<file path="config.mk">
export PLATFORM = sky130hd
export DESIGN_NAME = uis_uart
export DESIGN_NICKNAME = d
export VERILOG_FILES = /design/src/verilog/uis_pkg.sv /design/src/verilog/uis_uart.sv
export VERILOG_INCLUDE_DIRS = /design/src /design/src/verilog
export SDC_FILE = /design/constraint.sdc
export NUM_CORES = 1
export LEC_CHECK = 0
export ABC_AREA = 1
export BUFFER_PORTS_ARGS = -buffer_cell sky130_fd_sc_hd__buf_2
export CAP_MARGIN = 40
export CORE_UTILIZATION = 25
export CTS_CLUSTER_SIZE = 10
export DETAILED_ROUTE_END_ITERATION = 12
export PLACE_DENSITY = 0.39
export SETUP_SLACK_MARGIN = 0.3
export SYNTH_ARGS = -nofsm -noshare
export SYNTH_HDL_FRONTEND = slang
export SYNTH_SLANG_ARGS = --single-unit
</file>
<file path="constraint.sdc">
create_clock -name pclk -period 10.2 [get_ports pclk]
set_input_delay 2.04 -clock pclk [delete_from_list [all_inputs] [get_ports pclk]]
set_output_delay 2.04 -clock pclk [all_outputs]
set_load 0.01 [all_outputs]
</file>
<file path="src/verilog/uis_params.svh">
// uis_params.svh: addresses, field positions, reset values and timing
// constants of the uis uart channel; definitions only, no logic.
// assumes every uis design file includes it by its bare name.
`ifndef UIS_PARAMS_SVH
`define UIS_PARAMS_SVH
// register byte addresses
`define UIS_A_DATA 8'h00
`define UIS_A_IE 8'h04
`define UIS_A_FIFO 8'h08
`define UIS_A_SRC 8'h0c
`define UIS_A_LINE 8'h10
`define UIS_A_MDM 8'h14
`define UIS_A_LSTAT 8'h18
`define UIS_A_MSTAT 8'h1c
`define UIS_A_DIVL 8'h20
`define UIS_A_DIVH 8'h24
`define UIS_A_FEAT 8'h28
`define UIS_A_SPC 8'h2c
`define UIS_A_SCR 8'h30
// reset values
`define UIS_RST_REG 8'h00
`define UIS_RST_SCR 8'hff
`define UIS_RST_DIVL 8'h01
// field positions
`define UIS_IE_RX 0
`define UIS_IE_TXE 1
`define UIS_IE_LS 2
`define UIS_IE_MS 3
`define UIS_IE_SLP 4
`define UIS_IE_SPC 5
`define UIS_IE_RTS 6
`define UIS_IE_CTS 7
`define UIS_IE_LO 3:0
`define UIS_IE_HI 7:4
`define UIS_FEAT_ENH 4
`define UIS_FEAT_SPC 5
`define UIS_FIFO_EN 0
`define UIS_FIFO_RXCLR 1
`define UIS_FIFO_TXCLR 2
`define UIS_FIFO_DMA 3
`define UIS_FIFO_TXT 5:4
`define UIS_FIFO_RXT 7:6
`define UIS_FIFO_KEEP 8'hf9
`define UIS_LINE_WL 1:0
`define UIS_LINE_STOP 2
`define UIS_LINE_PEN 3
`define UIS_LINE_EVEN 4
`define UIS_LINE_BRK 6
`define UIS_MDM_DTR 0
`define UIS_MDM_RTS 1
`define UIS_MDM_OUT1 2
`define UIS_MDM_OUT2 3
`define UIS_MDM_LOOP 4
`define UIS_MDM_W 4:0
// interrupt source codes, bit 0 high means none pending
`define UIS_SRC_NONE 6'h01
`define UIS_SRC_LS 6'h06
`define UIS_SRC_RX 6'h04
`define UIS_SRC_TO 6'h0c
`define UIS_SRC_TXE 6'h02
`define UIS_SRC_MS 6'h00
`define UIS_SRC_SPC 6'h10
`define UIS_SRC_FLOW 6'h20
// fifo geometry
`define UIS_DEPTH 6'h20
`define UIS_AW 5
// timing in 16x ticks; time-out in characters, word lengths in bits
`define UIS_BIT_LAST 6'h0f
`define UIS_HALF 6'h07
`define UIS_STOP1 8'h10
`define UIS_STOP15 8'h18
`define UIS_STOP2 8'h20
`define UIS_TO_CHARS 10'h004
`define UIS_WL_MIN 4'h5
`define UIS_WL_MAX 4'h8
// trigger levels
`define UIS_RT0 6'h08
`define UIS_RT1 6'h10
`define UIS_RT2 6'h18
`define UIS_RT3 6'h1c
`define UIS_TT0 6'h10
`define UIS_TT1 6'h08
`define UIS_TT2 6'h18
`define UIS_TT3 6'h1e
`define UIS_TRIG1 6'h01
`endif

</file>
<file path="src/verilog/uis_pkg.sv">
// uis_pkg.sv: types shared by the uis uart channel
// assumes the constants come from uis_params.svh
package uis_pkg;
  // position within a serial frame
  typedef enum {ser_idle, ser_start, ser_data, ser_par, ser_stop} uis_ser_t;
  typedef logic [7:0] uis_byte_t;
endpackage

</file>
<file path="src/verilog/uis_uart.sv">
// uis_uart.sv: one uart channel behind an apb slave: special character
// detect, prioritised interrupt source, rx time-out, baud divider, dma
// ready pins, loop-back and sleep.
// assumes pclk is also the baud reference and all pins are synchronous.
`timescale 1ns/10ps
`default_nettype none
`include "uis_params.svh"

module uis_uart (
  // apb slave
  input wire logic pclk,
  input wire logic presetn,
  input wire logic psel,
  input wire logic penable,
  input wire logic pwrite,
  input wire logic [7:0] paddr,
  input wire logic [31:0] pwdata,
  output logic [31:0] prdata,
  output logic pready,
  output logic pslverr,
  // serial line
  input wire logic rx_pin,
  output logic tx_pin,
  // modem pins, active low
  input wire logic cts_n,
  input wire logic dsr_n,
  input wire logic cd_n,
  input wire logic ri_n,
  output logic rts_n,
  output logic dtr_n,
  output logic user_output_1_n,
  output logic user_output_2_n,
  // dma ready pins, active low
  output logic rx_ready_pin_n,
  output logic tx_ready_pin_n,
  // interrupt and sleep
  input wire logic peer_sleep_en,
  output logic irq,
  output logic asleep
);

  // address match, used by every decode below
  function automatic logic at(input logic [7:0] a, input logic [7:0] o);
    at = (a == o);
  endfunction

  // trigger level from a two-bit select
  function automatic logic [5:0] trig(input logic [1:0] s, input logic tx);
    case (s)
      2'h0: trig = tx ? `UIS_TT0 : `UIS_RT0;
      2'h1: trig = tx ? `UIS_TT1 : `UIS_RT1;
      2'h2: trig = tx ? `UIS_TT2 : `UIS_RT2;
      default: trig = tx ? `UIS_TT3 : `UIS_RT3;
    endcase
  endfunction

  // registers
  uis_pkg::uis_byte_t irq_enable_reg;
  uis_pkg::uis_byte_t fifo_control_reg;
  uis_pkg::uis_byte_t line_control_reg;
  logic [4:0] modem_control_reg;
  uis_pkg::uis_byte_t divisor_low_byte;
  uis_pkg::uis_byte_t divisor_high_byte;
  uis_pkg::uis_byte_t feature_control_reg;
  uis_pkg::uis_byte_t special_char_reg;
  uis_pkg::uis_byte_t scratch_reg;
  // fifos
  uis_pkg::uis_byte_t rxm [0:31];
  uis_pkg::uis_byte_t txm [0:31];
  logic [`UIS_AW-1:0] rx_wp, rx_rp, tx_wp, tx_rp;
  logic [5:0] rx_cnt, tx_cnt;
  // serial engines
  uis_pkg::uis_ser_t ts, rs;
  logic [7:0] tcnt, rcnt;
  logic [2:0] tbit, rbit;
  logic [7:0] tsh, rsh;
  logic tpar, rpar, tline, perr_q;
  logic [15:0] bcnt;
  // status
  logic oe, pe, fe, txe_pend, spc_pend, flow_pend, to_flag;
  logic [9:0] tocnt;
  logic [3:0] mi_q, mdelta;
  logic rts_q, dma_rx, dma_tx;
  logic [5:0] src_snap;

  // apb decode
  wire acc = psel & penable;
  wire acc_wr = acc & pwrite;
  wire acc_rd = acc & ~pwrite;
  wire wr_data = acc_wr & at(paddr, `UIS_A_DATA);
  wire wr_ie = acc_wr & at(paddr, `UIS_A_IE);
  wire wr_fifo = acc_wr & at(paddr, `UIS_A_FIFO);
  wire wr_line = acc_wr & at(paddr, `UIS_A_LINE);
  wire wr_mdm = acc_wr & at(paddr, `UIS_A_MDM);
  wire wr_divl = acc_wr & at(paddr, `UIS_A_DIVL);
  wire wr_divh = acc_wr & at(paddr, `UIS_A_DIVH);
  wire wr_feat = acc_wr & at(paddr, `UIS_A_FEAT);
  wire wr_spc = acc_wr & at(paddr, `UIS_A_SPC);
  wire wr_scr = acc_wr & at(paddr, `UIS_A_SCR);
  wire rd_data = acc_rd & at(paddr, `UIS_A_DATA);
  wire rd_src = acc_rd & at(paddr, `UIS_A_SRC);
  wire rd_lstat = acc_rd & at(paddr, `UIS_A_LSTAT);
  wire rd_mstat = acc_rd & at(paddr, `UIS_A_MSTAT);
  wire mapped = at(paddr, `UIS_A_DATA) | at(paddr, `UIS_A_IE)
    | at(paddr, `UIS_A_FIFO) | at(paddr, `UIS_A_SRC)
    | at(paddr, `UIS_A_LINE) | at(paddr, `UIS_A_MDM)
    | at(paddr, `UIS_A_LSTAT) | at(paddr, `UIS_A_MSTAT)
    | at(paddr, `UIS_A_DIVL) | at(paddr, `UIS_A_DIVH)
    | at(paddr, `UIS_A_FEAT) | at(paddr, `UIS_A_SPC)
    | at(paddr, `UIS_A_SCR);
  assign pready = 1'h1;
  assign pslverr = acc & ~mapped;

  // frame shape from the line settings
  wire enh = feature_control_reg[`UIS_FEAT_ENH];
  wire loop = modem_control_reg[`UIS_MDM_LOOP];
  wire pen = line_control_reg[`UIS_LINE_PEN];
  wire even = line_control_reg[`UIS_LINE_EVEN];
  wire [3:0] wl = {2'h0, line_control_reg[`UIS_LINE_WL]} + `UIS_WL_MIN;
  wire wl5 = (wl == `UIS_WL_MIN);
  wire [7:0] stop_t = !line_control_reg[`UIS_LINE_STOP] ? `UIS_STOP1 :
    (wl5 ? `UIS_STOP15 : `UIS_STOP2);
  wire [3:0] cbits = wl + 4'h1 + {3'h0, pen};
  wire [7:0] char_t = {cbits, 4'h0} + stop_t;
  wire [9:0] to_lim = 10'({2'h0, char_t} * `UIS_TO_CHARS);

  // fifo levels and triggers
  wire fifo_on = fifo_control_reg[`UIS_FIFO_EN];
  wire dma = fifo_control_reg[`UIS_FIFO_DMA];
  wire rx_empty = (rx_cnt == 6'h00);
  wire tx_empty = (tx_cnt == 6'h00);
  wire rx_full = (rx_cnt == `UIS_DEPTH);
  wire tx_full = (tx_cnt == `UIS_DEPTH);
  wire [5:0] rtrig = fifo_on ?
    trig(fifo_control_reg[`UIS_FIFO_RXT], 1'h0) : `UIS_TRIG1;
  wire [5:0] ttrig = !fifo_on ? `UIS_TRIG1 :
    (enh ? trig(fifo_control_reg[`UIS_FIFO_TXT], 1'h1) : `UIS_TT0);
  wire rx_clr = wr_fifo & pwdata[`UIS_FIFO_RXCLR];
  wire tx_clr = wr_fifo & pwdata[`UIS_FIFO_TXCLR];

  // baud divider
  // halted while asleep
  wire run = ~asleep;
  wire [15:0] div = {divisor_high_byte, divisor_low_byte};
  wire [15:0] bnext = bcnt + 16'h0001;
  wire tick = run & (bnext >= div);

  wire rline = loop ? tline : rx_pin;
  assign tx_pin = loop | (tline & ~line_control_reg[`UIS_LINE_BRK]);

  // modem inputs, loop-back taken from outputs
  wire [3:0] mi = loop ? {modem_control_reg[`UIS_MDM_OUT2],
    modem_control_reg[`UIS_MDM_OUT1], modem_control_reg[`UIS_MDM_DTR],
    modem_control_reg[`UIS_MDM_RTS]} : ~{cd_n, ri_n, dsr_n, cts_n};
  wire mchg = |(mi ^ mi_q);
  assign rts_n = loop | ~modem_control_reg[`UIS_MDM_RTS];
  assign dtr_n = loop | ~modem_control_reg[`UIS_MDM_DTR];
  assign user_output_1_n = loop | ~modem_control_reg[`UIS_MDM_OUT1];
  assign user_output_2_n = loop | ~modem_control_reg[`UIS_MDM_OUT2];

  // transmitter strobes
  wire bit_end = tick & (tcnt == {2'h0, `UIS_BIT_LAST})
    & (ts != uis_pkg::ser_stop); // stop bit has its own length
  wire tx_go = tick & (ts == uis_pkg::ser_idle) & ~tx_empty;
  wire tx_push = wr_data & ~tx_full;

  // receiver strobes
  wire rsamp = tick & (rcnt == {2'h0, `UIS_BIT_LAST});
  wire rx_done = rsamp & (rs == uis_pkg::ser_stop);
  wire [7:0] rch = rsh >> (`UIS_WL_MAX - wl);
  wire rx_pop = rd_data & ~rx_empty;
  wire rx_push = rx_done & ~rx_full;

  wire [7:0] wmask = 8'hff >> (`UIS_WL_MAX - wl);
  wire spc_hit = feature_control_reg[`UIS_FEAT_SPC]
    & (((rch ^ special_char_reg) & wmask) == 8'h00);

  // interrupt source priority
  // data and time-out share enable bit 0
  wire en_rx = irq_enable_reg[`UIS_IE_RX];
  wire p_ls = irq_enable_reg[`UIS_IE_LS] & (oe | pe | fe);
  wire p_rx = en_rx & (rx_cnt >= rtrig);
  wire p_to = en_rx & to_flag;
  // tx holding interrupt pending from reset
  wire p_txe = irq_enable_reg[`UIS_IE_TXE] & txe_pend;
  wire p_ms = irq_enable_reg[`UIS_IE_MS] & (|mdelta);
  wire p_spc = enh & irq_enable_reg[`UIS_IE_SPC] & spc_pend;
  wire p_flow = flow_pend;
  wire [5:0] src = p_ls ? `UIS_SRC_LS : p_rx ? `UIS_SRC_RX :
    p_to ? `UIS_SRC_TO : p_txe ? `UIS_SRC_TXE : p_ms ? `UIS_SRC_MS :
    p_spc ? `UIS_SRC_SPC : p_flow ? `UIS_SRC_FLOW : `UIS_SRC_NONE;
  assign irq = ~src[0];

  // flow pin rising edges
  wire cts_rise = mi_q[0] & ~mi[0];
  wire rts_rise = ~rts_q & rts_n;
  wire flow_ev = enh & ((irq_enable_reg[`UIS_IE_CTS] & cts_rise)
    | (irq_enable_reg[`UIS_IE_RTS] & rts_rise));

  wire slp_ok = enh & irq_enable_reg[`UIS_IE_SLP] & peer_sleep_en;
  wire quiet = ~mchg & rline & (rs == uis_pkg::ser_idle) & tx_empty
    & (ts == uis_pkg::ser_idle) & ~irq & rx_empty;
  wire wake = ~rline | wr_data | mchg;

  // read mux
  wire [7:0] lstat = {1'h0, tx_empty & (ts == uis_pkg::ser_idle),
    tx_empty, 1'h0, fe, pe, oe, ~rx_empty};
  wire [7:0] rmux =
    at(paddr, `UIS_A_DATA) ? rxm[rx_rp] :
    at(paddr, `UIS_A_IE) ? irq_enable_reg :
    at(paddr, `UIS_A_SRC) ? {{2{fifo_on}}, src} :
    at(paddr, `UIS_A_LINE) ? line_control_reg :
    at(paddr, `UIS_A_MDM) ? {3'h0, modem_control_reg} :
    at(paddr, `UIS_A_LSTAT) ? lstat :
    at(paddr, `UIS_A_MSTAT) ? {mi, mdelta} :
    at(paddr, `UIS_A_DIVL) ? divisor_low_byte :
    at(paddr, `UIS_A_DIVH) ? divisor_high_byte :
    at(paddr, `UIS_A_FEAT) ? feature_control_reg :
    at(paddr, `UIS_A_SPC) ? special_char_reg :
    at(paddr, `UIS_A_SCR) ? scratch_reg : 8'h00;

  // upper enable bits need the enhanced bit
  wire [7:0] next_ie = enh ? pwdata[7:0] :
    {irq_enable_reg[`UIS_IE_HI], pwdata[`UIS_IE_LO]};

  // read data captured in the setup phase, source snapshot alongside
  always_ff @(posedge pclk or negedge presetn) begin
    if (!presetn) begin
      prdata <= 32'h00000000;
      src_snap <= `UIS_SRC_NONE;
    end else if (psel & ~penable & ~pwrite) begin
      prdata <= {24'h000000, rmux};
      src_snap <= src;
    end
  end

  // software registers
  always_ff @(posedge pclk or negedge presetn) begin
    if (!presetn) begin
      irq_enable_reg <= `UIS_RST_REG;
      fifo_control_reg <= `UIS_RST_REG;
      line_control_reg <= `UIS_RST_REG;
      modem_control_reg <= 5'h00;
      divisor_low_byte <= `UIS_RST_DIVL;
      divisor_high_byte <= `UIS_RST_REG;
      feature_control_reg <= `UIS_RST_REG;
      special_char_reg <= `UIS_RST_REG;
      scratch_reg <= `UIS_RST_SCR;
    end else begin
      if (wr_ie)
        irq_enable_reg <= next_ie;
      if (wr_fifo)
        fifo_control_reg <= pwdata[7:0] & `UIS_FIFO_KEEP;
      if (wr_line)
        line_control_reg <= pwdata[7:0];
      if (wr_mdm)
        modem_control_reg <= pwdata[`UIS_MDM_W];
      if (wr_divl)
        divisor_low_byte <= pwdata[7:0];
      if (wr_divh)
        divisor_high_byte <= pwdata[7:0];
      if (wr_feat)
        feature_control_reg <= pwdata[7:0];
      if (wr_spc)
        special_char_reg <= pwdata[7:0];
      if (wr_scr)
        scratch_reg <= pwdata[7:0];
    end
  end

  // baud counter
  always_ff @(posedge pclk or negedge presetn) begin
    if (!presetn)
      bcnt <= 16'h0000;
    else if (tick)
      bcnt <= 16'h0000;
    else if (run)
      bcnt <= bnext;
  end

  // fifo storage
  always_ff @(posedge pclk) begin
    if (tx_push)
      txm[tx_wp] <= pwdata[7:0];
    if (rx_push)
      rxm[rx_wp] <= rch;
  end

  // fifo pointers and levels
  always_ff @(posedge pclk or negedge presetn) begin
    if (!presetn) begin
      tx_wp <= '0;
      tx_rp <= '0;
      tx_cnt <= 6'h00;
      rx_wp <= '0;
      rx_rp <= '0;
      rx_cnt <= 6'h00;
    end else begin
      if (tx_clr) begin
        tx_wp <= '0;
        tx_rp <= '0;
        tx_cnt <= 6'h00;
      end else begin
        tx_wp <= tx_wp + `UIS_AW'(tx_push);
        tx_rp <= tx_rp + `UIS_AW'(tx_go);
        tx_cnt <= tx_cnt + 6'(tx_push) - 6'(tx_go);
      end
      if (rx_clr) begin
        rx_wp <= '0;
        rx_rp <= '0;
        rx_cnt <= 6'h00;
      end else begin
        rx_wp <= rx_wp + `UIS_AW'(rx_push);
        rx_rp <= rx_rp + `UIS_AW'(rx_pop);
        rx_cnt <= rx_cnt + 6'(rx_push) - 6'(rx_pop);
      end
    end
  end

  // transmitter
  always_ff @(posedge pclk or negedge presetn) begin
    if (!presetn) begin
      ts <= uis_pkg::ser_idle;
      tcnt <= 8'h00;
      tbit <= 3'h0;
      tsh <= 8'h00;
      tpar <= 1'h0;
      tline <= 1'h1;
    end else begin
      if (tick)
        tcnt <= (bit_end | tx_go) ? 8'h00 : tcnt + 8'h01;
      case (ts)
        uis_pkg::ser_idle: if (tx_go) begin
          ts <= uis_pkg::ser_start;
          tsh <= txm[tx_rp];
          tline <= 1'h0;
        end
        uis_pkg::ser_start: if (bit_end) begin
          ts <= uis_pkg::ser_data;
          tbit <= 3'h0;
          tline <= tsh[0];
          tpar <= tsh[0];
        end
        uis_pkg::ser_data: if (bit_end) begin
          if ({1'h0, tbit} == wl - 4'h1) begin
            ts <= pen ? uis_pkg::ser_par : uis_pkg::ser_stop;
            tline <= pen ? (tpar ^ ~even) : 1'h1;
          end else begin
            tbit <= tbit + 3'h1;
            tsh <= tsh >> 1;
            tline <= tsh[1];
            tpar <= tpar ^ tsh[1];
          end
        end
        uis_pkg::ser_par: if (bit_end) begin
          ts <= uis_pkg::ser_stop;
          tline <= 1'h1;
        end
        uis_pkg::ser_stop: if (tick & (tcnt == stop_t - 8'h01)) begin
          ts <= uis_pkg::ser_idle;
          tcnt <= 8'h00;
        end
        default: ts <= uis_pkg::ser_idle;
      endcase
    end
  end

  // receiver, start bit checked at its centre
  always_ff @(posedge pclk or negedge presetn) begin
    if (!presetn) begin
      rs <= uis_pkg::ser_idle;
      rcnt <= 8'h00;
      rbit <= 3'h0;
      rsh <= 8'h00;
      rpar <= 1'h0;
      perr_q <= 1'h0;
    end else if (tick) begin
      rcnt <= rsamp ? 8'h00 : rcnt + 8'h01;
      case (rs)
        uis_pkg::ser_idle: begin
          rcnt <= 8'h00;
          if (!rline)
            rs <= uis_pkg::ser_start;
        end
        uis_pkg::ser_start: if (rcnt == {2'h0, `UIS_HALF}) begin
          rcnt <= 8'h00;
          rbit <= 3'h0;
          rpar <= 1'h0;
          rs <= rline ? uis_pkg::ser_idle : uis_pkg::ser_data;
        end
        uis_pkg::ser_data: if (rsamp) begin
          rsh <= {rline, rsh[7:1]};
          rpar <= rpar ^ rline;
          rbit <= rbit + 3'h1;
          perr_q <= 1'h0;
          if ({1'h0, rbit} == wl - 4'h1)
            rs <= pen ? uis_pkg::ser_par : uis_pkg::ser_stop;
        end
        uis_pkg::ser_par: if (rsamp) begin
          perr_q <= rpar ^ rline ^ ~even;
          rs <= uis_pkg::ser_stop;
        end
        uis_pkg::ser_stop: if (rsamp)
          rs <= uis_pkg::ser_idle;
        default: rs <= uis_pkg::ser_idle;
      endcase
    end
  end

  // line errors, sticky until the status read; a new error wins
  always_ff @(posedge pclk or negedge presetn) begin
    if (!presetn) begin
      oe <= 1'h0;
      pe <= 1'h0;
      fe <= 1'h0;
    end else begin
      oe <= (rx_done & rx_full) | (oe & ~rd_lstat);
      pe <= (rx_done & perr_q) | (pe & ~rd_lstat);
      fe <= (rx_done & ~rline) | (fe & ~rd_lstat);
    end
  end

  // rx time-out
  always_ff @(posedge pclk or negedge presetn) begin
    if (!presetn) begin
      tocnt <= 10'h000;
      to_flag <= 1'h0;
    // restart at stop centre or data read
    end else if (rx_done | rd_data | rx_empty) begin
      tocnt <= 10'h000;
      to_flag <= 1'h0;
    end else if (tick & ~to_flag) begin
      tocnt <= tocnt + 10'h001;
      if (tocnt == to_lim - 10'h001)
        to_flag <= 1'h1;
    end
  end

  // sticky sources cleared by the source read that reported them
  wire clr_txe = wr_data | (rd_src & (src_snap == `UIS_SRC_TXE));
  wire clr_spc = rd_src & (src_snap == `UIS_SRC_SPC);
  wire clr_flow = rd_src & (src_snap == `UIS_SRC_FLOW);
  wire txe_ev = (tx_go & (tx_cnt == 6'h01))
    | (wr_ie & pwdata[`UIS_IE_TXE] & tx_empty);
  always_ff @(posedge pclk or negedge presetn) begin
    if (!presetn) begin
      txe_pend <= 1'h1;
      spc_pend <= 1'h0;
      flow_pend <= 1'h0;
      rts_q <= 1'h1;
    end else begin
      txe_pend <= txe_ev | (txe_pend & ~clr_txe);
      spc_pend <= (rx_done & spc_hit) | (spc_pend & ~clr_spc);
      flow_pend <= flow_ev | (flow_pend & ~clr_flow);
      rts_q <= rts_n;
    end
  end

  // modem deltas work the same in loop-back
  genvar gi;
  generate
    for (gi = 0; gi < 4; gi = gi + 1) begin : g_mdm
      always_ff @(posedge pclk or negedge presetn) begin
        if (!presetn) begin
          mi_q[gi] <= 1'h0;
          mdelta[gi] <= 1'h0;
        end else begin
          mi_q[gi] <= mi[gi];
          mdelta[gi] <= (mi[gi] ^ mi_q[gi]) | (mdelta[gi] & ~rd_mstat);
        end
      end
    end
  endgenerate

  // dma ready pins
  always_ff @(posedge pclk or negedge presetn) begin
    if (!presetn) begin
      dma_rx <= 1'h1;
      dma_tx <= 1'h0;
    end else begin
      // rx: high on empty, low at trigger or time-out
      if (rx_empty)
        dma_rx <= 1'h1;
      else if ((rx_cnt >= rtrig) | to_flag)
        dma_rx <= 1'h0;
      // tx: high on full, low below trigger
      if (tx_full)
        dma_tx <= 1'h1;
      else if (tx_cnt < ttrig)
        dma_tx <= 1'h0;
    end
  end
  assign rx_ready_pin_n = dma ? dma_rx : rx_empty;
  assign tx_ready_pin_n = dma ? dma_tx : ~tx_empty;

  // sleep state
  always_ff @(posedge pclk or negedge presetn) begin
    if (!presetn)
      asleep <= 1'h0;
    else if (!slp_ok)
      asleep <= 1'h0;
    // wake on start, load or modem change
    else if (asleep & wake)
      asleep <= 1'h0;
    else if (!asleep & quiet)
      asleep <= 1'h1;
  end

endmodule
`default_nettype wire

</file>
==> impl_metrics.yaml <==
global_routing:
  gr-total-overflow: 0
  grt_most_used_layer: "met2"
  grt_max_degree: 86
  use_met1_pct: 21.1
  grt.total_usage_pct: 14.7
  antenna_found_initial: 2
  grt_pass1_wl_microns: 147000
  grtUsageMet2_pct: 23.1
  met3_usage_pct: 2.31
  grt_pass1_vias: 22675
synth:
  ys_seq_elements: 718
  post_synth.cell_area_avg_sq_um: 10.2
  yosysWarnings: 0
  postSynth.asyncResetShare_pct: 28.7
  synth_area_leaders: "edfxtp_1, dfrtp_1, o21ai_0"
  synth_top_area_cell: "edfxtp_1"
  yosysTopAreaCellShare_pct: 46.9
  synth-edff-count: 512
  syn_area_sq_um: 32800
  ys_seq_area_share_pct: 62.6
  postSynthCellCount: 3207
  yosysUniqueCellTypes: 54
  synth-main-ff-cell: "edfxtp_1"
power:
  p_leak_nw: 14.3
  clkPwrFrac_pct: 35.0
  netSwitchingFraction_pct: 33.2
  power_frac_seq_pct: 42.1
  pwr-share-comb_pct: 23.0
  p_int_mw: 5.58
  p_per_area_nw_per_um2: 221
  ir_worst_vdd_mv: 0.130
  p_switching_mw: 2.77
place:
  dp_hpwl_microns: 61700
  gp_congestion: 0.809
  placedCellCount: 4926
  place_area_sq_um: 35200
  io_buffers: 44
floorplanning:
  num_rows: 132
  die_w_microns: 364
  fp.dieArea_sq_um: 133000
  core-area_sq_um: 130000
  io_pins: 94
  start_util_pct: 25.3
  die_y_microns: 364
routing:
  drc: 0
  wl_microns: 97000
  wl_per_cell_microns: 19.1
  num_vias: 22801
  drt_pass1_iterations: 5
  drt_iter0_drc: 1464
  vias_per_cell: 4.48
  ant_nets: 0
critical_path:
  endpoint_kind: "primary output"
  crit_family: "simple AND/OR/NAND/NOR gates"
  crit_path_start_kind: "input pin"
  crit_arrival_ps: 3990
  crit_chain: "buf_2 -> nor2_1 -> nand2_1 -> nor2_1 -> inv_1 -> o2111ai_1 -> nor4_1 -> buf_2"
  path_class: "in -> out"
  critPathMaxFanout: 6
  required_ps: 8160
  worst-path-buf-inv: 3
  cpMaxStageDelayCell: "nor2_1"
  crit_path_max_incr_delay_ps: 530
  regToRegSetupSlack_ps: 5150
clock_tree:
  insertion_delay_ps: 690
  post_cts_buffers: 0
  cts.sinks: 718
  clkSlewWorstSetupHoldPaths_ps: 50
  h-tree-depth: 3
  cts_buffers: 87
  cts-root-buf: "clkbuf_16"
  clock_path_buffers: 3
  holdBufCountCts: 0
  tritoncts: "yes"
  cts_resized: 0
sta:
  worst_slew_margin_rel_pct: 42.6
  setup_tns_ps: 0
  final_max_slew_viol_count: 0
  fin_crit_sh_pct: 59.1
  rsz0062_at_grt: "no"
  fmax_mhz: 166
  hold_viol_final: 0
  skew_ps: 47.1
  finalCriticalPeriod_ps: 6030
  setup_viol: 0
  worst_slew_pin_slew_ps: 858
finish:
  top_regs: "rxm (256), txm (256), bcnt (16)"
  drive_gt1_share_pct: 9.52
  final_nets: 3389
  fin_cells: 5085
  syn_to_final_growth_pct: 15.3
  postLayoutCellArea_sq_um: 37800
status:
  outcome: "complete, no violations"
min_path:
  hp-class: "reg -> reg"
run:
  maxCapViolCount: 0
[worst register-to-register path, delay by kind of cell (launching register included)]
family / cells / cell delay (ps)
buffers and inverters: 7 / 710
flip-flops: 1 / 390
XOR/XNOR: 2 / 400
AND/OR/NAND/NOR: 16 / 2110
adder cells (fa/ha/maj): 4 / 1190
AO/OA/AOI/OAI: 1 / 110
[per-layer routing]
layer  wire length (microns)  up-vias  share of wire [%]
li1                        -    11132                  -
met1                   48000    11198                 49
met2                   43800      368                 45
met3                    3520      103                3.6
met4                    1750        0                1.8
met5                       0        -                  0
[final timing paths]
path,start,end,depth (start not counted)
setup / recovery,paddr[7],pslverr,8
hold / removal,tsh[6],tsh[6],2
setup reg to reg,bcnt[2],tx_cnt[4],30
hold reg to reg,tsh[6],tsh[6],2
max in group asynchronous,presetn,tline,3
min in group asynchronous,presetn,prdata[6],1
[power by group through the flow]
stage | Clock (mW) | Combinational [mW] | Sequential (mW)
finish | 2.92 | 1.92 | 3.51
global route | 3.12 | 2.20 | 3.54
global placement | 0 | 1.93 | 3.58
CTS | 3.03 | 1.97 | 3.52
floorplan | 0 | 1.37 | 3.47
detailed placement | 0 | 1.96 | 3.57
[per-stage QoR]
step / worst slack (ps) / utilization (%) / power, mW / hold WS [ps]
4_1_cts: 4040 / 29.1 / 8.51 / 483
2_1_floorplan: 5110 / - / 4.85 / 445
6_report: 4170 / 29.1 / 8.35 / 479
3_3_place_gp: 4090 / 26.9 / 5.51 / 460
5_1_grt: 3940 / 29.1 / 8.86 / 492
3_5_place_dp: 4040 / 27.1 / 5.53 / 467
[synthesized netlist by cell type, types with 5 or more instances]
library cell and n:
inv_2 15, clkinv_1 5, o22ai_1 44, o21ai_0 388, nand2_4 6, clkbuf_1 77
edfxtp_1 512, nor2_1 440, buf_2 40, a21oi_1 64, o31ai_1 9, nor2_2 15
buf_1 8, xor2_1 45, nor4_1 6, buf_4 30, o21ai_2 6, nand4_1 43
nand2_2 9, xnor2_1 8, o221ai_1 18, or2_2 11, nor3_1 22, inv_1 279
dfrtp_1 192, a31oi_1 10, ha_1 61, dfstp_2 14, o211ai_1 68, nand2_1 505
o21ai_1 8, nand3_1 204
[cell type report]
cell class | count | area (sq um)
repair buffers | 110 | 841
multi-input cells | 2056 | 10500
clock inverters | 17 | 176
well taps | 1742 | 2180
clock buffers | 141 | 2440
flip-flops and latches | 718 | 20600
inverters | 300 | 1130
fillers | 13643 | 92000
diodes | 1 | 2.50
[cells by family (layout without fill, tap and decap cells)]
group	after synthesis	in the layout	share of synthesized area, %
and+or+nand+nor	1284	1284	16.8
buffers and inverters	456	568	5.74
adders and majority gates	65	65	2.57
other	2	26	0.0229
AOI/OAI and AO/OA	629	629	10.8
DFF	718	718	62.6
xor gates and xnor gates	53	53	1.41
[cells in the final DEF (no fill, tap or decap), drive strengths merged, types with 45 or more instances in the layout]
cell and instances:
edfxtp 512, a21oi 64, o211ai 68, nand2 520
clkbuf 141, nor2 460, nand3 210, o21ai 403
inv 296, dfrtp 192, xor2 45, ha 61
buf 110
Power figures use the tool's default switching activity.
